===== config.mk =====
export PLATFORM = sky130hd
export DESIGN_NAME = rwb_device_flat
export DESIGN_NICKNAME = d
export VERILOG_FILES = /design/src/hw/rwb_pkg.sv /design/src/hw/rwb_link_if.sv /design/src/hw/rwb_device.sv /design/src/flat_wrapper.sv
export SDC_FILE = /design/constraint.sdc
export NUM_CORES = 1
export LEC_CHECK = 0
export ABC_AREA = 0
export BUFFER_PORTS_ARGS = -buffer_cell sky130_fd_sc_hd__buf_2
export CORE_MARGIN = 1.5
export CORE_UTILIZATION = 55
export CTS_BUF_LIST = sky130_fd_sc_hd__clkbuf_4 sky130_fd_sc_hd__clkbuf_8
export DETAILED_ROUTE_END_ITERATION = 10
export GPL_TIMING_DRIVEN = 0
export PLACE_DENSITY = 0.73
export SETUP_SLACK_MARGIN = 0.5
export SYNTH_ARGS = -nofsm -noshare
export SYNTH_HDL_FRONTEND = slang
export SYNTH_SLANG_ARGS = --single-unit

===== constraint.sdc =====
create_clock -name clk_i -period 3.2 [get_ports clk_i]
set_clock_uncertainty 0.1 [all_clocks]
set_input_delay 0.48 -clock clk_i [delete_from_list [all_inputs] [get_ports clk_i]]
set_output_delay 0.48 -clock clk_i [all_outputs]
set_load 0.005 [all_outputs]

===== src/hw/rwb_pkg.sv =====
package rwb_pkg;
  // ------------------------------------------------------------
  // Word geometry
  // ------------------------------------------------------------
  localparam int unsigned WORD_MAX = 10;
  localparam int unsigned CNT_W = 4;
  localparam logic [CNT_W-1:0] FACTOR_8 = 4'h8;
  localparam logic [CNT_W-1:0] FACTOR_10 = 4'hA;
  localparam logic [CNT_W-1:0] CNT_RESET = 4'h0;
  localparam logic [CNT_W-1:0] CNT_STEP = 4'h1;

  // ------------------------------------------------------------
  // Buffer depth in words, clock in MHz, handshake timing in word clock periods
  // ------------------------------------------------------------
  localparam int unsigned FIFO_DEPTH = 8;
  localparam int unsigned CLK_MHZ = 125;
  localparam int unsigned PULSE_PERIODS = 2;
  localparam int unsigned GAP_PERIODS = 3;
  localparam int unsigned SETTLE_WORDS = 4;
  localparam logic [CNT_W-1:0] PULSE_CYCLES = CNT_W'(PULSE_PERIODS);
  localparam logic [CNT_W-1:0] GAP_CYCLES = CNT_W'(GAP_PERIODS);
  localparam logic [CNT_W-1:0] SETTLE_COUNT = CNT_W'(SETTLE_WORDS);

  typedef logic [WORD_MAX-1:0] rwb_word_t;

  // Bits per word for the selected deserialization factor
  function automatic logic [CNT_W-1:0] rwb_factor(input logic factor10);
    rwb_factor = factor10 ? FACTOR_10 : FACTOR_8;
  endfunction

  // Mask of the live bits of a word
  function automatic rwb_word_t rwb_mask(input logic factor10);
    rwb_mask = factor10 ? 10'h3FF : 10'h0FF;
  endfunction
endpackage


===== src/hw/rwb_link_if.sv =====
`timescale 1ns/1ns
`default_nettype none
interface rwb_link_if;
  import rwb_pkg::*;
  rwb_word_t word;
  logic valid;
  logic ready;
  logic align_req;

  modport dev (output word, output valid, input ready, input align_req);
  modport host (input word, input valid, output ready, output align_req);
endinterface
`default_nettype wire


===== src/hw/rwb_device.sv =====
// What this block does
// - Realign parallel words after deserialization
// - One independent realigner per channel
// - Realigner runs on fabric clock domain
// - Request source: pin or fabric logic
// - Each request rising edge slips one bit
// - Never bypassed; idle path adds latency only
// - Word width of eight or ten bits
// - Counter wraps past n-1; output from stage three
// - Otherwise output spans stages two and three
// - Valid word every cycle after wrap
// - Fabric re-requests until pattern matches
// - Fabric registers incoming words before compare
// - Fabric registers request before driving it
// - Request pulse high two word periods
// - Request low at least nine periods between pulses
// - Per-channel FIFO hands words to fabric clock
// - Both FIFO clocks share one frequency
`timescale 1ns/1ns
`default_nettype none

// ------------------------------------------------------------
// Word FIFO
// ------------------------------------------------------------
module rwb_fifo #(
  parameter int unsigned WIDTH = 10,
  parameter int unsigned DEPTH = 8
) (
  // Clock and reset
  input wire logic clk_i,
  input wire logic resetn_i,
  // Fill side
  input wire logic [WIDTH-1:0] in_data_i,
  input wire logic in_valid_i,
  output logic in_ready_o,
  // Drain side
  output logic [WIDTH-1:0] out_data_o,
  output logic out_valid_o,
  input wire logic out_ready_i
);
  localparam int unsigned PW = (DEPTH > 1) ? $clog2(DEPTH) : 1;
  localparam int unsigned CW = $clog2(DEPTH + 1);
  localparam logic [CW-1:0] FULL_COUNT = CW'(DEPTH);
  localparam logic [PW-1:0] LAST_PTR = PW'(DEPTH - 1);

  logic [WIDTH-1:0] mem [DEPTH];
  logic [PW-1:0] wr_ptr, rd_ptr, next_wr_ptr, next_rd_ptr;
  logic [CW-1:0] count, next_count;
  logic full, next_full, empty, next_empty;
  logic push, pop;

  assign push = in_valid_i && !full;
  assign pop = out_ready_i && !empty;
  assign in_ready_o = !full;
  assign out_valid_o = !empty;
  assign out_data_o = mem[rd_ptr];

  always_comb begin
    next_wr_ptr = wr_ptr;
    next_rd_ptr = rd_ptr;
    next_count = count;
    if (push) begin
      next_wr_ptr = (wr_ptr == LAST_PTR) ? '0 : PW'(wr_ptr + 1'b1);
    end
    if (pop) begin
      next_rd_ptr = (rd_ptr == LAST_PTR) ? '0 : PW'(rd_ptr + 1'b1);
    end
    if (push && !pop) begin
      next_count = CW'(count + 1'b1);
    end else if (pop && !push) begin
      next_count = CW'(count - 1'b1);
    end
    next_full = (next_count == FULL_COUNT);
    next_empty = (next_count == '0);
  end

  always_ff @(posedge clk_i or negedge resetn_i) begin
    if (!resetn_i) begin
      wr_ptr <= '0;
      rd_ptr <= '0;
      count <= '0;
      full <= 1'b0;
      empty <= 1'b1;
    end else begin
      wr_ptr <= next_wr_ptr;
      rd_ptr <= next_rd_ptr;
      count <= next_count;
      full <= next_full;
      empty <= next_empty;
    end
  end

  // Storage carries no reset; empty guards every read
  always_ff @(posedge clk_i) begin
    if (push) begin
      mem[wr_ptr] <= in_data_i;
    end
  end
endmodule // rwb_fifo

// ------------------------------------------------------------
// Channel realigner
// ------------------------------------------------------------
module rwb_device
  import rwb_pkg::*;
#(
  parameter int unsigned DEPTH = rwb_pkg::FIFO_DEPTH
) (
  // Clock and reset
  input wire logic clk_i,
  input wire logic resetn_i,
  // Deserialized words
  input wire rwb_pkg::rwb_word_t rx_word_i,
  input wire logic rx_valid_i,
  output logic rx_ready_o,
  // Configuration
  input wire logic factor10_i,
  input wire logic align_en_i,
  input wire logic align_pin_sel_i,
  input wire logic align_pin_i,
  // Status
  output logic [rwb_pkg::CNT_W-1:0] slip_count_o,
  // Link to fabric
  rwb_link_if.dev link
);
  import rwb_pkg::*;

  // ------------------------------------------------------------
  // Clock-domain FIFO
  // ------------------------------------------------------------
  // Both sides run on clk_i: equal frequency, so only phase differs
  rwb_word_t fifo_data;
  logic fifo_valid, fifo_ready, fifo_full_n;

  rwb_fifo #(.WIDTH(WORD_MAX), .DEPTH(DEPTH)) u_fifo (
    .clk_i(clk_i),
    .resetn_i(resetn_i),
    .in_data_i(rx_word_i),
    .in_valid_i(rx_valid_i),
    .in_ready_o(fifo_full_n),
    .out_data_o(fifo_data),
    .out_valid_o(fifo_valid),
    .out_ready_i(fifo_ready)
  );

  // Registered copy is ANDed with the live flag: ready falls in the same cycle as full,
  // but returns one cycle after full clears, which the FIFO depth absorbs
  logic rx_ready, next_rx_ready;

  // ------------------------------------------------------------
  // Bit slip
  // ------------------------------------------------------------
  function automatic rwb_word_t slip_word(input rwb_word_t newer, input rwb_word_t older,
                                          input logic [CNT_W-1:0] cnt, input logic [CNT_W-1:0] n);
    rwb_word_t w;
    int unsigned src;
    w = '0;
    for (int unsigned i = 0; i < WORD_MAX; i++) begin
      src = i + cnt;
      if (i < n) begin
        if (src < n) begin
          w[i] = older[src];
        end else begin
          w[i] = newer[src - n];
        end
      end
    end
    slip_word = w;
  endfunction

  rwb_word_t stage2, stage3, next_stage2, next_stage3, out_word, next_out_word;
  logic out_valid, next_out_valid;
  logic stage2_live, stage3_live, next_stage2_live, next_stage3_live;
  logic [CNT_W-1:0] cnt, next_cnt, nbits;
  logic req, req_prev, next_req_prev, slip, take;

  assign nbits = rwb_factor(factor10_i);
  assign req = align_en_i && (align_pin_sel_i ? align_pin_i : link.align_req);
  assign slip = req && !req_prev;
  assign take = fifo_valid && (!out_valid || link.ready);
  assign fifo_ready = take;

  always_comb begin
    next_rx_ready = fifo_full_n;
    next_req_prev = req;
    next_stage2 = stage2;
    next_stage3 = stage3;
    next_out_word = out_word;
    next_out_valid = out_valid;
    next_stage2_live = stage2_live;
    next_stage3_live = stage3_live;
    next_cnt = cnt;
    if (slip) begin
      next_cnt = (cnt >= nbits - CNT_STEP) ? CNT_RESET : CNT_W'(cnt + CNT_STEP);
    end
    if (take) begin
      // Slip applies to parallel words only, stage by stage
      next_stage2 = fifo_data & rwb_mask(factor10_i);
      next_stage3 = stage2;
      next_out_word = slip_word(stage2, stage3, cnt, nbits);
      next_stage2_live = 1'b1;
      next_stage3_live = stage2_live;
      // Reset zeros in the stages must never reach the fabric as data
      next_out_valid = stage2_live && stage3_live;
    end else if (link.ready) begin
      next_out_valid = 1'b0;
    end
  end

  always_ff @(posedge clk_i or negedge resetn_i) begin
    if (!resetn_i) begin
      rx_ready <= 1'b0;
      req_prev <= 1'b0;
      stage2 <= '0;
      stage3 <= '0;
      out_word <= '0;
      out_valid <= 1'b0;
      stage2_live <= 1'b0;
      stage3_live <= 1'b0;
      cnt <= CNT_RESET;
    end else begin
      rx_ready <= next_rx_ready;
      req_prev <= next_req_prev;
      stage2 <= next_stage2;
      stage3 <= next_stage3;
      out_word <= next_out_word;
      out_valid <= next_out_valid;
      stage2_live <= next_stage2_live;
      stage3_live <= next_stage3_live;
      cnt <= next_cnt;
    end
  end

  assign rx_ready_o = rx_ready && fifo_full_n;
  assign slip_count_o = cnt;
  assign link.word = out_word;
  assign link.valid = out_valid;
endmodule // rwb_device
`default_nettype wire


===== src/flat_wrapper.sv =====
// flat-port wrapper written by rule: the top's interface ports become plain ports
module rwb_device_flat import rwb_pkg::*;
#(
  parameter int unsigned DEPTH = rwb_pkg::FIFO_DEPTH
)
  (clk_i, resetn_i, rx_word_i, rx_valid_i, rx_ready_o, factor10_i, align_en_i, align_pin_sel_i, align_pin_i, slip_count_o, link_word, link_valid, link_ready, link_align_req);
  rwb_link_if link_i ();
  input wire logic clk_i;
  input wire logic resetn_i;
  input wire rwb_pkg::rwb_word_t rx_word_i;
  input wire logic rx_valid_i;
  output logic rx_ready_o;
  input wire logic factor10_i;
  input wire logic align_en_i;
  input wire logic align_pin_sel_i;
  input wire logic align_pin_i;
  output logic [rwb_pkg::CNT_W-1:0] slip_count_o;
  output wire logic [$bits(link_i.word)-1:0] link_word;
  output wire logic [$bits(link_i.valid)-1:0] link_valid;
  input wire logic [$bits(link_i.ready)-1:0] link_ready;
  input wire logic [$bits(link_i.align_req)-1:0] link_align_req;
  assign link_word = link_i.word;
  assign link_valid = link_i.valid;
  assign link_i.ready = link_ready;
  assign link_i.align_req = link_align_req;
  rwb_device #(.DEPTH(DEPTH)) u_core (.clk_i(clk_i), .resetn_i(resetn_i), .rx_word_i(rx_word_i), .rx_valid_i(rx_valid_i), .rx_ready_o(rx_ready_o), .factor10_i(factor10_i), .align_en_i(align_en_i), .align_pin_sel_i(align_pin_sel_i), .align_pin_i(align_pin_i), .slip_count_o(slip_count_o), .link(link_i));
endmodule

==> results of run 1 <==
## cell usage in the layout, fill, tap and decap left out, types with 5 or more instances in the layout
cell	count
nand2_1	83
edfxtp_1	80
dfrtp_1	48
mux4_2	40
buf_2	39
ha_1	30
mux2i_1	25
nor2_1	21
clkbuf_8	17
o21ai_0	16
buf_4	16
inv_1	15
o21ai_1	13
a21oi_1	13
clkbuf_1	11
nand2b_1	9
nand3_1	7
xor2_1	7
nor3_1	6
nand3b_1	6
nor2b_1	5
a211oi_1	5
## area by class of cell
class | count | area share [%]
well taps | 172 | 2.654
clock buffers | 18 | 2.978
multi-input cells | 370 | 40.30
plain buffers | 24 | 1.898
inverters | 21 | 1.111
flip-flops and latches | 131 | 45.41
clock inverters | 14 | 1.975
repair buffers | 50 | 3.672
## logic make-up (layout without fill, tap and decap cells)
| logic type | after synthesis | after routing | synth area share [%] |
|---|---|---|---|
| AO/OA/AOI/OAI | 87 | 87 | 8.184 |
| XOR/XNOR | 17 | 17 | 2.923 |
| adder cells (fa/ha/maj) | 34 | 34 | 6.129 |
| buffers and inverters | 45 | 127 | 2.746 |
| flip-flops | 131 | 131 | 52.10 |
| multiplexers | 71 | 71 | 17.24 |
| AND/OR/NAND/NOR | 161 | 161 | 10.68 |
## worst max-delay path: stages (launching register included)
cell and delay (ps):
dfrtp_2 390, buf_8 110, clkinvlp_4 140, fa_2 650
buf_8 140, mux4_2 520, mux2i_4 190, mux2i_1 90
mux2i_1 180, o21ai_1 80
## path summary, 6_finish.rpt
kind / depth (start not counted) / slack (ps) / end
max reg2reg: 9 / 490 / u_core.link.word[1]
min in group asynchronous: 1 / 150 / u_core.slip_count_o[3]
min reg2reg: 1 / 390 / u_core.rx_ready
min: 3 / 130 / u_core.req_prev
max: 9 / 490 / u_core.link.word[1]
max in group asynchronous: 1 / 2080 / u_core.slip_count_o[1]
## where the power goes
group | total [µW] | internal (µW) | switching (µW) | leakage (µW)
Combinational | 5210 | 2510 | 2700 | 0.00169
Sequential | 2690 | 2270 | 414 | 0.00135
Clock | 1420 | 772 | 648 | 0.000197
Total | 9320 | 5560 | 3770 | 0.00324
## repair_timing
item                       4_1_cts  5_1_grt
buffers inserted                11        3
setup endpoints to repair        9        8
resized for setup               10        4
pin swaps                        2        2
## registers in the layout, indices dropped and copies added, names as in the netlist, 3 cells and up
name	cells
u_core.u_fifo.mem	80
u_core.link.word	10
u_core.stage2	10
u_core.stage3	10
u_core.slip_count_o	4
u_core.u_fifo.count	4
u_core.u_fifo.rd_ptr	3
u_core.u_fifo.wr_ptr	3
## stage by stage
stage	cell area [µm²]	TNS [ps]	utilization (%)	setup slack (ps)
finish	8109	0	64.52	487.3
global route	8109	0	64.52	426.2
CTS	8079	0	64.28	501.3
detailed placement	7536	-66.56	59.96	-59.09
global placement	7503	-34.52	59.70	-34.52
floorplan	7118	0	-	516.5
## routing by layer
layer / vias to the layer above / GRT usage, % / routed length, µm
met5: - / 0 / 0
met4: 0 / 9.919 / 306
met3: 26 / 7.006 / 1010
met2: 185 / 41.14 / 7832
met1: 2405 / 32.91 / 6620
li1: 2202 / - / -
==> out/qor.yml, run 1 <==
run_status:
  status: "finished clean"
sta:
  worstMarginPinSlew_ps: 1166
  min_period_over_period_pct: 84.77
  period_minus_slack_ps: 2713
  rsz0062_at_grt: "true"
  hold_viol_final: 0
  relSlewSlack_pct: 22.28
  hold_slack_ps: 131.9
  final_max_slew_viol_count: 0
  setup_viol: 0
  fmax_ghz: 0.3686
worst_setup_path:
  worst-setup-path-type: "flip-flop to flip-flop"
  crit_fanout: 6
  crit_path_start_kind: "flip-flop"
  rr_startpoint: "u_core.slip_count_o[1]"
  crit_required_ps: 3410
  crit_start: "u_core.slip_count_o[1]"
  end_kind: "flip-flop"
  cp.arrival_ps: 2920
drt:
  via_per_inst: 6.023
  wire_per_inst_um: 19.71
  drc_errors: 0
  vias: 4818
  dr.pass1.iters: 5
  ant_nets: 0
  finalWirelength_mm: 15.77
  drtIter0Drc: 397
clock_network:
  htreeDepth: 4
  cts_buffer_depth: 2
  clock_latency_ps: 440
  clk_pin_slew_ps: 80
  root_buffer: "clkbuf_8"
  cts_tree: "yes"
  cts_made_buffers: 17
  hold_buffers: 0
  clock-sinks: 131
yosys:
  netlist.area_leader.share_pct: 34.01
  syn_area_per_cell_um2: 12.94
  ys_types: 64
  syn_nets: 599
  synth_commonest_cells: "nand2_1, edfxtp_1, dfrtp_1, mux4_2, ha_1"
  synth_area_leader_cell: "edfxtp_1"
  ys_seq_area_share_pct: 52.10
  async_reset_ff_share_pct: 38.93
  ys_seq_elements: 131
  yosysWarnings: 0
  netlist_area_um2: 7063
  synth_edf_count: 80
  syn_inst: 546
  synthMostInstantiatedCell: "nand2_1"
  ys.flop_type: "edfxtp_1"
  synth_area_leaders: "edfxtp_1, dfrtp_1, mux4_2"
die:
  dieArea_um2: 13530
  io_pins: 35
  die_w_um: 116.3
  num_rows: 41
  core_area_um2: 12570
  start_util_pct: 56.20
  fp.dieH_um: 116.3
global_routing:
  grt_pass1_wl_mm: 25.03
  antenna_found_initial: 0
  grt_usage_pct: 25.39
  grt_pass1_vias: 4803
  grt.overflow.total: 0
  grt_start_max_net_pins: 52
placement:
  place.gp.congestion: 0.8697
  hpwl_mm: 11.12
  dpl.cell_count: 754
  portBuffers: 34
final_layout:
  fillers: 960
  area_delta_synth_final_pct: 14.81
  post_route_cells_drive_above_1_share_pct: 25.48
  diodes: 0
  multi_input_area_um2: 3268
  final_nets: 668
  fin_cells: 800
  register_area_um2: 3682
min_path:
  holdCritPathClass: "primary input to flip-flop"
  hp-start: "align_en_i"
run:
  maxCapViolations: 0
power:
  powerDensity_nw_per_um2: 1150
  ir_drop_v: 0.0004826
  p_leak_uw: 0.003236
  total_power_uw: 9322
(Power assumes the default switching activity.)
==> run 2, diff against run 1 <==
Clock period 3.2 ns to 2.55 ns, I/O delays scaled along.
==> run 2 against run 1 <==
  * The run now ends with negative setup slack left
  * Maximum frequency shrank 0.27%
  * Clock power rose by 19%
  * Total power up 28%
  * Sequential share of layout area is 0.76 points lower
  * Global-route usage barely moved
  * Via count decreased by 0.66%
  * Worst setup slack got worse by 660 ps
  * Non-clock buffer count rose by 6
  * Worst hold slack worse by 93 ps
  * Count of clock-buffer cells in the layout is 1 lower
  * First-iteration DRC count shrank 13%
  * Sequential power grew 25%
  * Highest routed layer unchanged
==> out/qor.yml, run 2 (synthesized netlist as in run 1, its figures left out) <==
drt:
  via_per_inst: 5.938  # -1.4%
  drc_errors: 0  # unchanged
  finalWirelength_mm: 15.72  # -0.31%
  dr.pass1.iters: 5  # unchanged
  wire_per_inst_um: 19.50  # -1.1%
  ant_nets: 0  # unchanged
  vias: 4786  # -0.66%
  drtIter0Drc: 344  # -13%
global_routing:
  grt_pass1_vias: 4806  # +0.062%
  grt_pass1_wl_mm: 25.05  # about the same
  antenna_found_initial: 0  # unchanged
  grt.overflow.total: 0  # unchanged
  grt_start_max_net_pins: 52  # unchanged
  grt_usage_pct: 25.37  # about the same
worst_setup_path:
  rr_startpoint: "u_core.slip_count_o[1]"
  crit_required_ps: 2770  # -640 ps
  regToRegSetupSlack_ps: -170  # -660 ps
  end_kind: "flip-flop"
  worst-setup-path-type: "flip-flop to flip-flop"
  crit_path_start_kind: "flip-flop"
  reg2regPathDepth: 9  # unchanged
  rr_endpoint: "u_core.link.word[1]"
  cp.arrival_ps: 2940  # +20 ps
  crit_fanout: 6  # unchanged
final_layout:
  largest_reg_flops: 80  # unchanged
  post_route_cells_drive_above_1_share_pct: 29.18  # +3.7 points
  area_delta_synth_final_pct: 16.78
  final_common_cell: "nand2_1"
  layout_common_cells: "nand2_1, edfxtp_1, dfrtp_1"
  final_nets: 674  # +0.90%
  top_register: "u_core.u_fifo.mem"
  diodes: 0  # unchanged
sta:
  final_max_slew_viol_count: 0  # unchanged
  worstMarginPinSlew_ps: 1210  # +44.35 ps
  layout_setup_ws_ps: -169.9  # -657.2 ps
  relSlewSlack_pct: 19.33  # -3.0 points
  fmax_ghz: 0.3677  # -0.27%
  hold_viol_final: 0  # unchanged
  min_period_over_period_pct: 106.7  # +22 points
  setup_viol: 5  # +5
  rsz0062_at_grt: "true"
  period_minus_slack_ps: 2720  # +7.216 ps
power:
  ir_drop_v: 0.0007354  # +52%
  power_frac_seq_pct: 28.2  # -0.6 points
  power_frac_comb_pct: 57.6  # +1.7 points
  p_leak_uw: 0.003280  # +1.3%
  powerDensity_nw_per_um2: 1443  # +26%
  sw_frac_of_total_pct: 40.44  # about the same
  p_int_uw: 7088  # +28%
  p_sw_uw: 4812  # +28%
  total_power_uw: 11900  # +28%
  clkPwrFrac_pct: 14.2  # -1.0 points
clock_network:
  cts_buffer_depth: 2  # unchanged
  clock-sinks: 131  # unchanged
  hold_buffers: 0  # unchanged
  clk_pin_slew_ps: 80  # about the same
  htreeDepth: 4  # unchanged
  clock_latency_ps: 440  # about the same
  root_buffer: "clkbuf_8"
  cts_made_buffers: 17  # unchanged
  cts_tree: "yes"
die:
  io_pins: 35  # unchanged
  dieArea_um2: 13530  # unchanged
  num_rows: 41  # unchanged
  start_util_pct: 56.20  # unchanged
  fp.dieH_um: 116.3  # unchanged
  core_area_um2: 12570  # unchanged
  die_w_um: 116.3  # unchanged
placement:
  hpwl_mm: 10.76  # -3.3%
  portBuffers: 34  # unchanged
  place.gp.congestion: 0.8838  # +1.6%
  post-place-ws_ps: -527.5  # -468.4 ps
min_path:
  holdCritPathClass: "primary input to flip-flop"
  hold_depth: 3  # unchanged
  hold_end: "u_core.req_prev"
  hp-start: "align_en_i"
run_status:
  status: "finished with violations"
  violations: "negative setup slack"
run:
  maxCapViolations: 0  # unchanged
[run 2: changes by cell type in the layout (fill, tap and decap cells not counted), sizes merged]
| cell | previous run | this run |
|---|---|---|
| clkinv | 7 | 8 |
| clkinvlp | 3 | 4 |
| buf | 62 | 69 |
| clkbuf | 30 | 28 |
| bufinv | 3 | 2 |
[run 2: power by group through the flow]
stage	sequential, µW	clock (µW)	combinational (µW)
global placement	3370	0	5890
floorplan	3250	0	4720
detailed placement	3410	0	6100
finish	3360	1690	6850
CTS	3340	1730	6710
global route	3430	1810	7480
[run 2: timing repair]
action | CTS | global route
endpoints found under the setup margin | 82 | 98
buffers inserted | 19 | 1
pin swaps | 12 | 4
resized for setup | 27 | 9
cloned | 0 | 0
[run 2: worst max path at each step]
stage | start | end | slack, ps | cells past startpoint
global placement | u_core.slip_count_o[1] | u_core.link.word[9] | -450 | 11
global route | u_core.slip_count_o[1] | u_core.link.word[7] | -250 | 9
CTS | u_core.slip_count_o[1] | u_core.link.word[1] | -140 | 9
floorplan | u_core.slip_count_o[1] | u_core.link.word[7] | -110 | 8
detailed placement | u_core.slip_count_o[1] | u_core.link.word[1] | -530 | 11
finish | u_core.slip_count_o[1] | u_core.link.word[1] | -170 | 9
[run 2: final cells by class]
class / instances / area, µm²
plain buffers: 24 / 170.2
clock buffers: 17 / 234.0
clock inverters: 15 / 158.9
fillers: 914 / 4320
inverters: 21 / 90.09
multi-input cells: 370 / 3331
flip-flops and latches: 131 / 3682
well taps: 172 / 215.2
repair buffers: 56 / 366.6
[run 2: per-stage QoR]
step	hold slack (ps)	cells	instance area [µm²]	TNS, ps	utilization [%]
after detailed placement	359.6	754	7553	-2339	60.10
after global routing	52.72	806	8248	-1180	65.62
final	39.03	806	8248	-720.7	65.62
after floorplan	-13.09	546	7136	-333.9	-
after CTS	18.05	805	8198	-569.4	65.23
after global placement	343.2	752	7521	-7636	59.84
[run 2: layer usage]
layer  global-route usage [%]  up-vias  routed length, µm
li1                         -     2217                  -
met1                    33.17     2359               6551
met2                    42.00      181               7793
met3                    5.760       29               1040
met4                    9.268        0                335
met5                        0        -                  0
[run 2: worst max-delay path, cell delays in order (launching register included)]
cell and delay [ps]:
dfrtp_2 390, buf_8 110, clkinvlp_4 120, fa_2 660, buf_8 150, mux4_2 500
mux2i_2 210, mux2i_1 100, mux2i_1 170, o21ai_1 80
==> run 3, diff against run 2 <==
Settings changed: CORE_UTILIZATION 55 to 60, PLACE_DENSITY 0.73 to 0.78.
==> run 3 against run 2 <==
  * Die area is 8.1% lower
  * Final cell count decreased by 3.6%
  * Critical endpoint is now u_core.link.word[3]
  * Register-to-register slack hardly changed
  * Global-route usage up 1.6 points
  * Largest cell class unchanged
  * Total power up 1.2%
  * The flow still finishes with violations (negative setup slack)
  * Clock power barely moved
  * Sequential power is essentially flat
  * Wire length up 0.75%
  * First-iteration DRC count up 44%
  * Critical path type unchanged
  * Utilization up 6.6 points
  * Combinational power grew 2%
  * Sequential share of layout area down 0.18 points
==> out/qor.yml, run 3 (synthesized netlist as in run 1, its figures left out) <==
min_path:
  holdCritPathClass: "primary input to flip-flop"
drt:
  dr.pass1.iters: 5  # unchanged
  drc_errors: 0  # unchanged
  finalWirelength_mm: 15.84  # +0.75%
  drtIter0Drc: 497  # +44%
  ant_nets: 0  # unchanged
  wire_per_inst_um: 20.38  # +4.5%
  via_per_inst: 6.215  # +4.7%
  vias: 4829  # +0.90%
sta:
  hold_viol_final: 0  # unchanged
  layout_setup_ws_ps: -168.0  # +1.902 ps
  final_max_slew_viol_count: 0  # unchanged
  min_period_over_period_pct: 106.6  # about the same
  setup_viol: 5  # unchanged
  relSlewSlack_pct: 21.70  # +2.4 points
  rsz0062_at_grt: "true"
  period_minus_slack_ps: 2718  # -1.902 ps
  worstMarginPinSlew_ps: 1174  # -35.64 ps
  fmax_ghz: 0.3679  # about the same
power:
  ir_drop_v: 0.001066  # +45%
  power_frac_comb_pct: 57.9  # +0.3 points
  p_sw_uw: 5019  # +4.3%
  clkPwrFrac_pct: 14.1  # about the same
  powerDensity_nw_per_um2: 1454  # +0.76%
  power_frac_seq_pct: 28.0  # -0.2 points
  p_int_uw: 7021  # -0.94%
  p_leak_uw: 0.003292  # +0.36%
  sw_frac_of_total_pct: 41.68  # +1.2 points
worst_setup_path:
  cp.arrival_ps: 2940  # about the same
  crit_required_ps: 2770  # about the same
  crit_cells: 9  # unchanged
  crit_fanout: 7  # +1
  cpMostUsedCell: "mux2i_1"
  crit_path_start_kind: "flip-flop"
  reg2regPathDepth: 9  # unchanged
  rr_startpoint: "u_core.slip_count_o[1]"
  worst-setup-path-type: "flip-flop to flip-flop"
  crit_chain: "buf_8 > clkinvlp_4 > fa_2 > buf_8 > mux4_2 > mux2i_1 > mux2i_1 > mux2i_1 > o21ai_1"
  rr_endpoint: "u_core.link.word[3]"
  crit_start: "u_core.slip_count_o[1]"
  end_kind: "flip-flop"
  regToRegSetupSlack_ps: -170  # about the same
  cpPeakStageDelay_ps: 610  # -50 ps
  endpoint: "u_core.link.word[3]"
  cp_slowest_cell: "fa_2"
  path_delay_family: "multiplexers"
  worst-path-buf-inv: 3  # unchanged
die:
  core_area_um2: 11470  # -8.8%
  fp.dieH_um: 111.5  # -4.1%
  io_pins: 35  # unchanged
  dieArea_um2: 12430  # -8.1%
  num_rows: 39  # -4.9%
  start_util_pct: 61.59  # +5.4 points
  die_w_um: 111.5  # -4.1%
global_routing:
  grt_usage_pct: 27.02  # +1.6 points
  grt.overflow.total: 0  # unchanged
  grt_pass1_wl_mm: 25.36  # +1.2%
  antenna_found_initial: 0  # unchanged
  grt_pass1_vias: 4906  # +2.1%
  grt_start_max_net_pins: 52  # unchanged
final_layout:
  layout_common_cells: "nand2_1, edfxtp_1, dfrtp_1"
  area_delta_synth_final_pct: 17.25
  fin_cells: 777  # -3.6%
  final_nets: 674  # unchanged
  post_route_cells_drive_above_1_share_pct: 30.60  # +1.4 points
  top_register: "u_core.u_fifo.mem"
  final_common_cell: "nand2_1"
  largest_reg_flops: 80  # unchanged
  fillers: 765  # -16%
  diodes: 0  # unchanged
run_status:
  status: "finished with violations"
  violations: "negative setup slack"
clock_network:
  root_buffer: "clkbuf_8"
  cts_made_buffers: 17  # unchanged
  clock_latency_ps: 440  # about the same
  cts_tree: "yes"
  cts_buffer_depth: 2  # unchanged
  htreeDepth: 4  # unchanged
  clk_pin_slew_ps: 80  # about the same
  clock-sinks: 131  # unchanged
placement:
  dpl.cell_count: 725  # -3.8%
  hpwl_mm: 10.70  # -0.52%
  place.gp.congestion: 0.8586  # -2.9%
  portBuffers: 34  # unchanged
  post-place-ws_ps: -518.1  # +9.399 ps
run:
  maxCapViolations: 0  # unchanged
run 3: cell count changes in the layout (fill, tap and decap cells not counted), sizes merged:
cell      previous run  this run
buf                 69        66
clkinvlp             4         3
clkbuf              28        31
clkinv               8         6
inv                 22        26
bufinv               2         1
run 3: metal layers:
layer / GRT usage [%] / up-vias / wire, µm / share of wire [%]
met2: 42.58 / 197 / 7788 / 49
met1: 36.09 / 2400 / 6466 / 41
met4: 11.31 / 0 / 334 / 2.1
met5: 0 / - / 0 / 0
met3: 7.240 / 29 / 1248 / 7.9
li1: - / 2203 / - / -
run 3: area by class of cell:
| cell class | instances | area [µm²] | area share (%) |
|---|---|---|---|
| clock buffers | 17 | 234.0 | 2.825 |
| flip-flops and latches | 131 | 3682 | 44.46 |
| repair buffers | 56 | 354.1 | 4.276 |
| multi-input cells | 370 | 3408 | 41.15 |
| well taps | 143 | 178.9 | 2.160 |
| plain buffers | 24 | 176.4 | 2.130 |
| inverters | 21 | 97.59 | 1.178 |
| clock inverters | 15 | 150.1 | 1.813 |
run 3: through the flow:
stage	TNS, ps	util, %	hold WS (ps)	cell area [µm²]	power (µW)
global route	-1089	72.22	41.04	8282	12770
CTS	-535.0	71.24	10.08	8169	11750
global placement	-7919	65.27	350.4	7485	9246
floorplan	-333.9	-	-13.09	7136	7974
finish	-667.4	72.22	39.92	8282	12040
detailed placement	-2583	65.55	356.9	7517	9504
run 3: worst reg2reg max path: cells and delay by family, from the launching register on:
family	cells	cell delay (ps)
compound gates	1	90
fa+ha+maj	1	610
flops	1	400
buf+inv	3	380
mux	4	1020
run 3: worst min-delay path by stage:
stage	from	endpoint	slack [ps]	depth (start not counted)
final	align_en_i	u_core.req_prev	40	3
after global routing	align_en_i	u_core.req_prev	40	3
after CTS	align_en_i	u_core.req_prev	10	3
after detailed placement	u_core.u_fifo.full	u_core.rx_ready	360	1
after global placement	u_core.u_fifo.full	u_core.rx_ready	350	1
after floorplan	resetn_i	u_core.link.valid	-10	0
run 3: power by group through the flow:
stage | registers (µW) | clock network [µW] | logic [µW]
6_report | 3370 | 1690 | 6970
3_5_place_dp | 3420 | 0 | 6090
4_1_cts | 3350 | 1720 | 6680
3_3_place_gp | 3370 | 0 | 5880
5_1_grt | 3440 | 1810 | 7510
2_1_floorplan | 3250 | 0 | 4720
run 3: repair_timing:
item | in CTS | in global routing
hold buffers | 0 | 0
setup endpoints to repair | 98 | 93
resized for setup | 34 | 21
pin swaps | 21 | 6
endpoints found under the hold margin | 0 | 0
setup buffers | 15 | 5
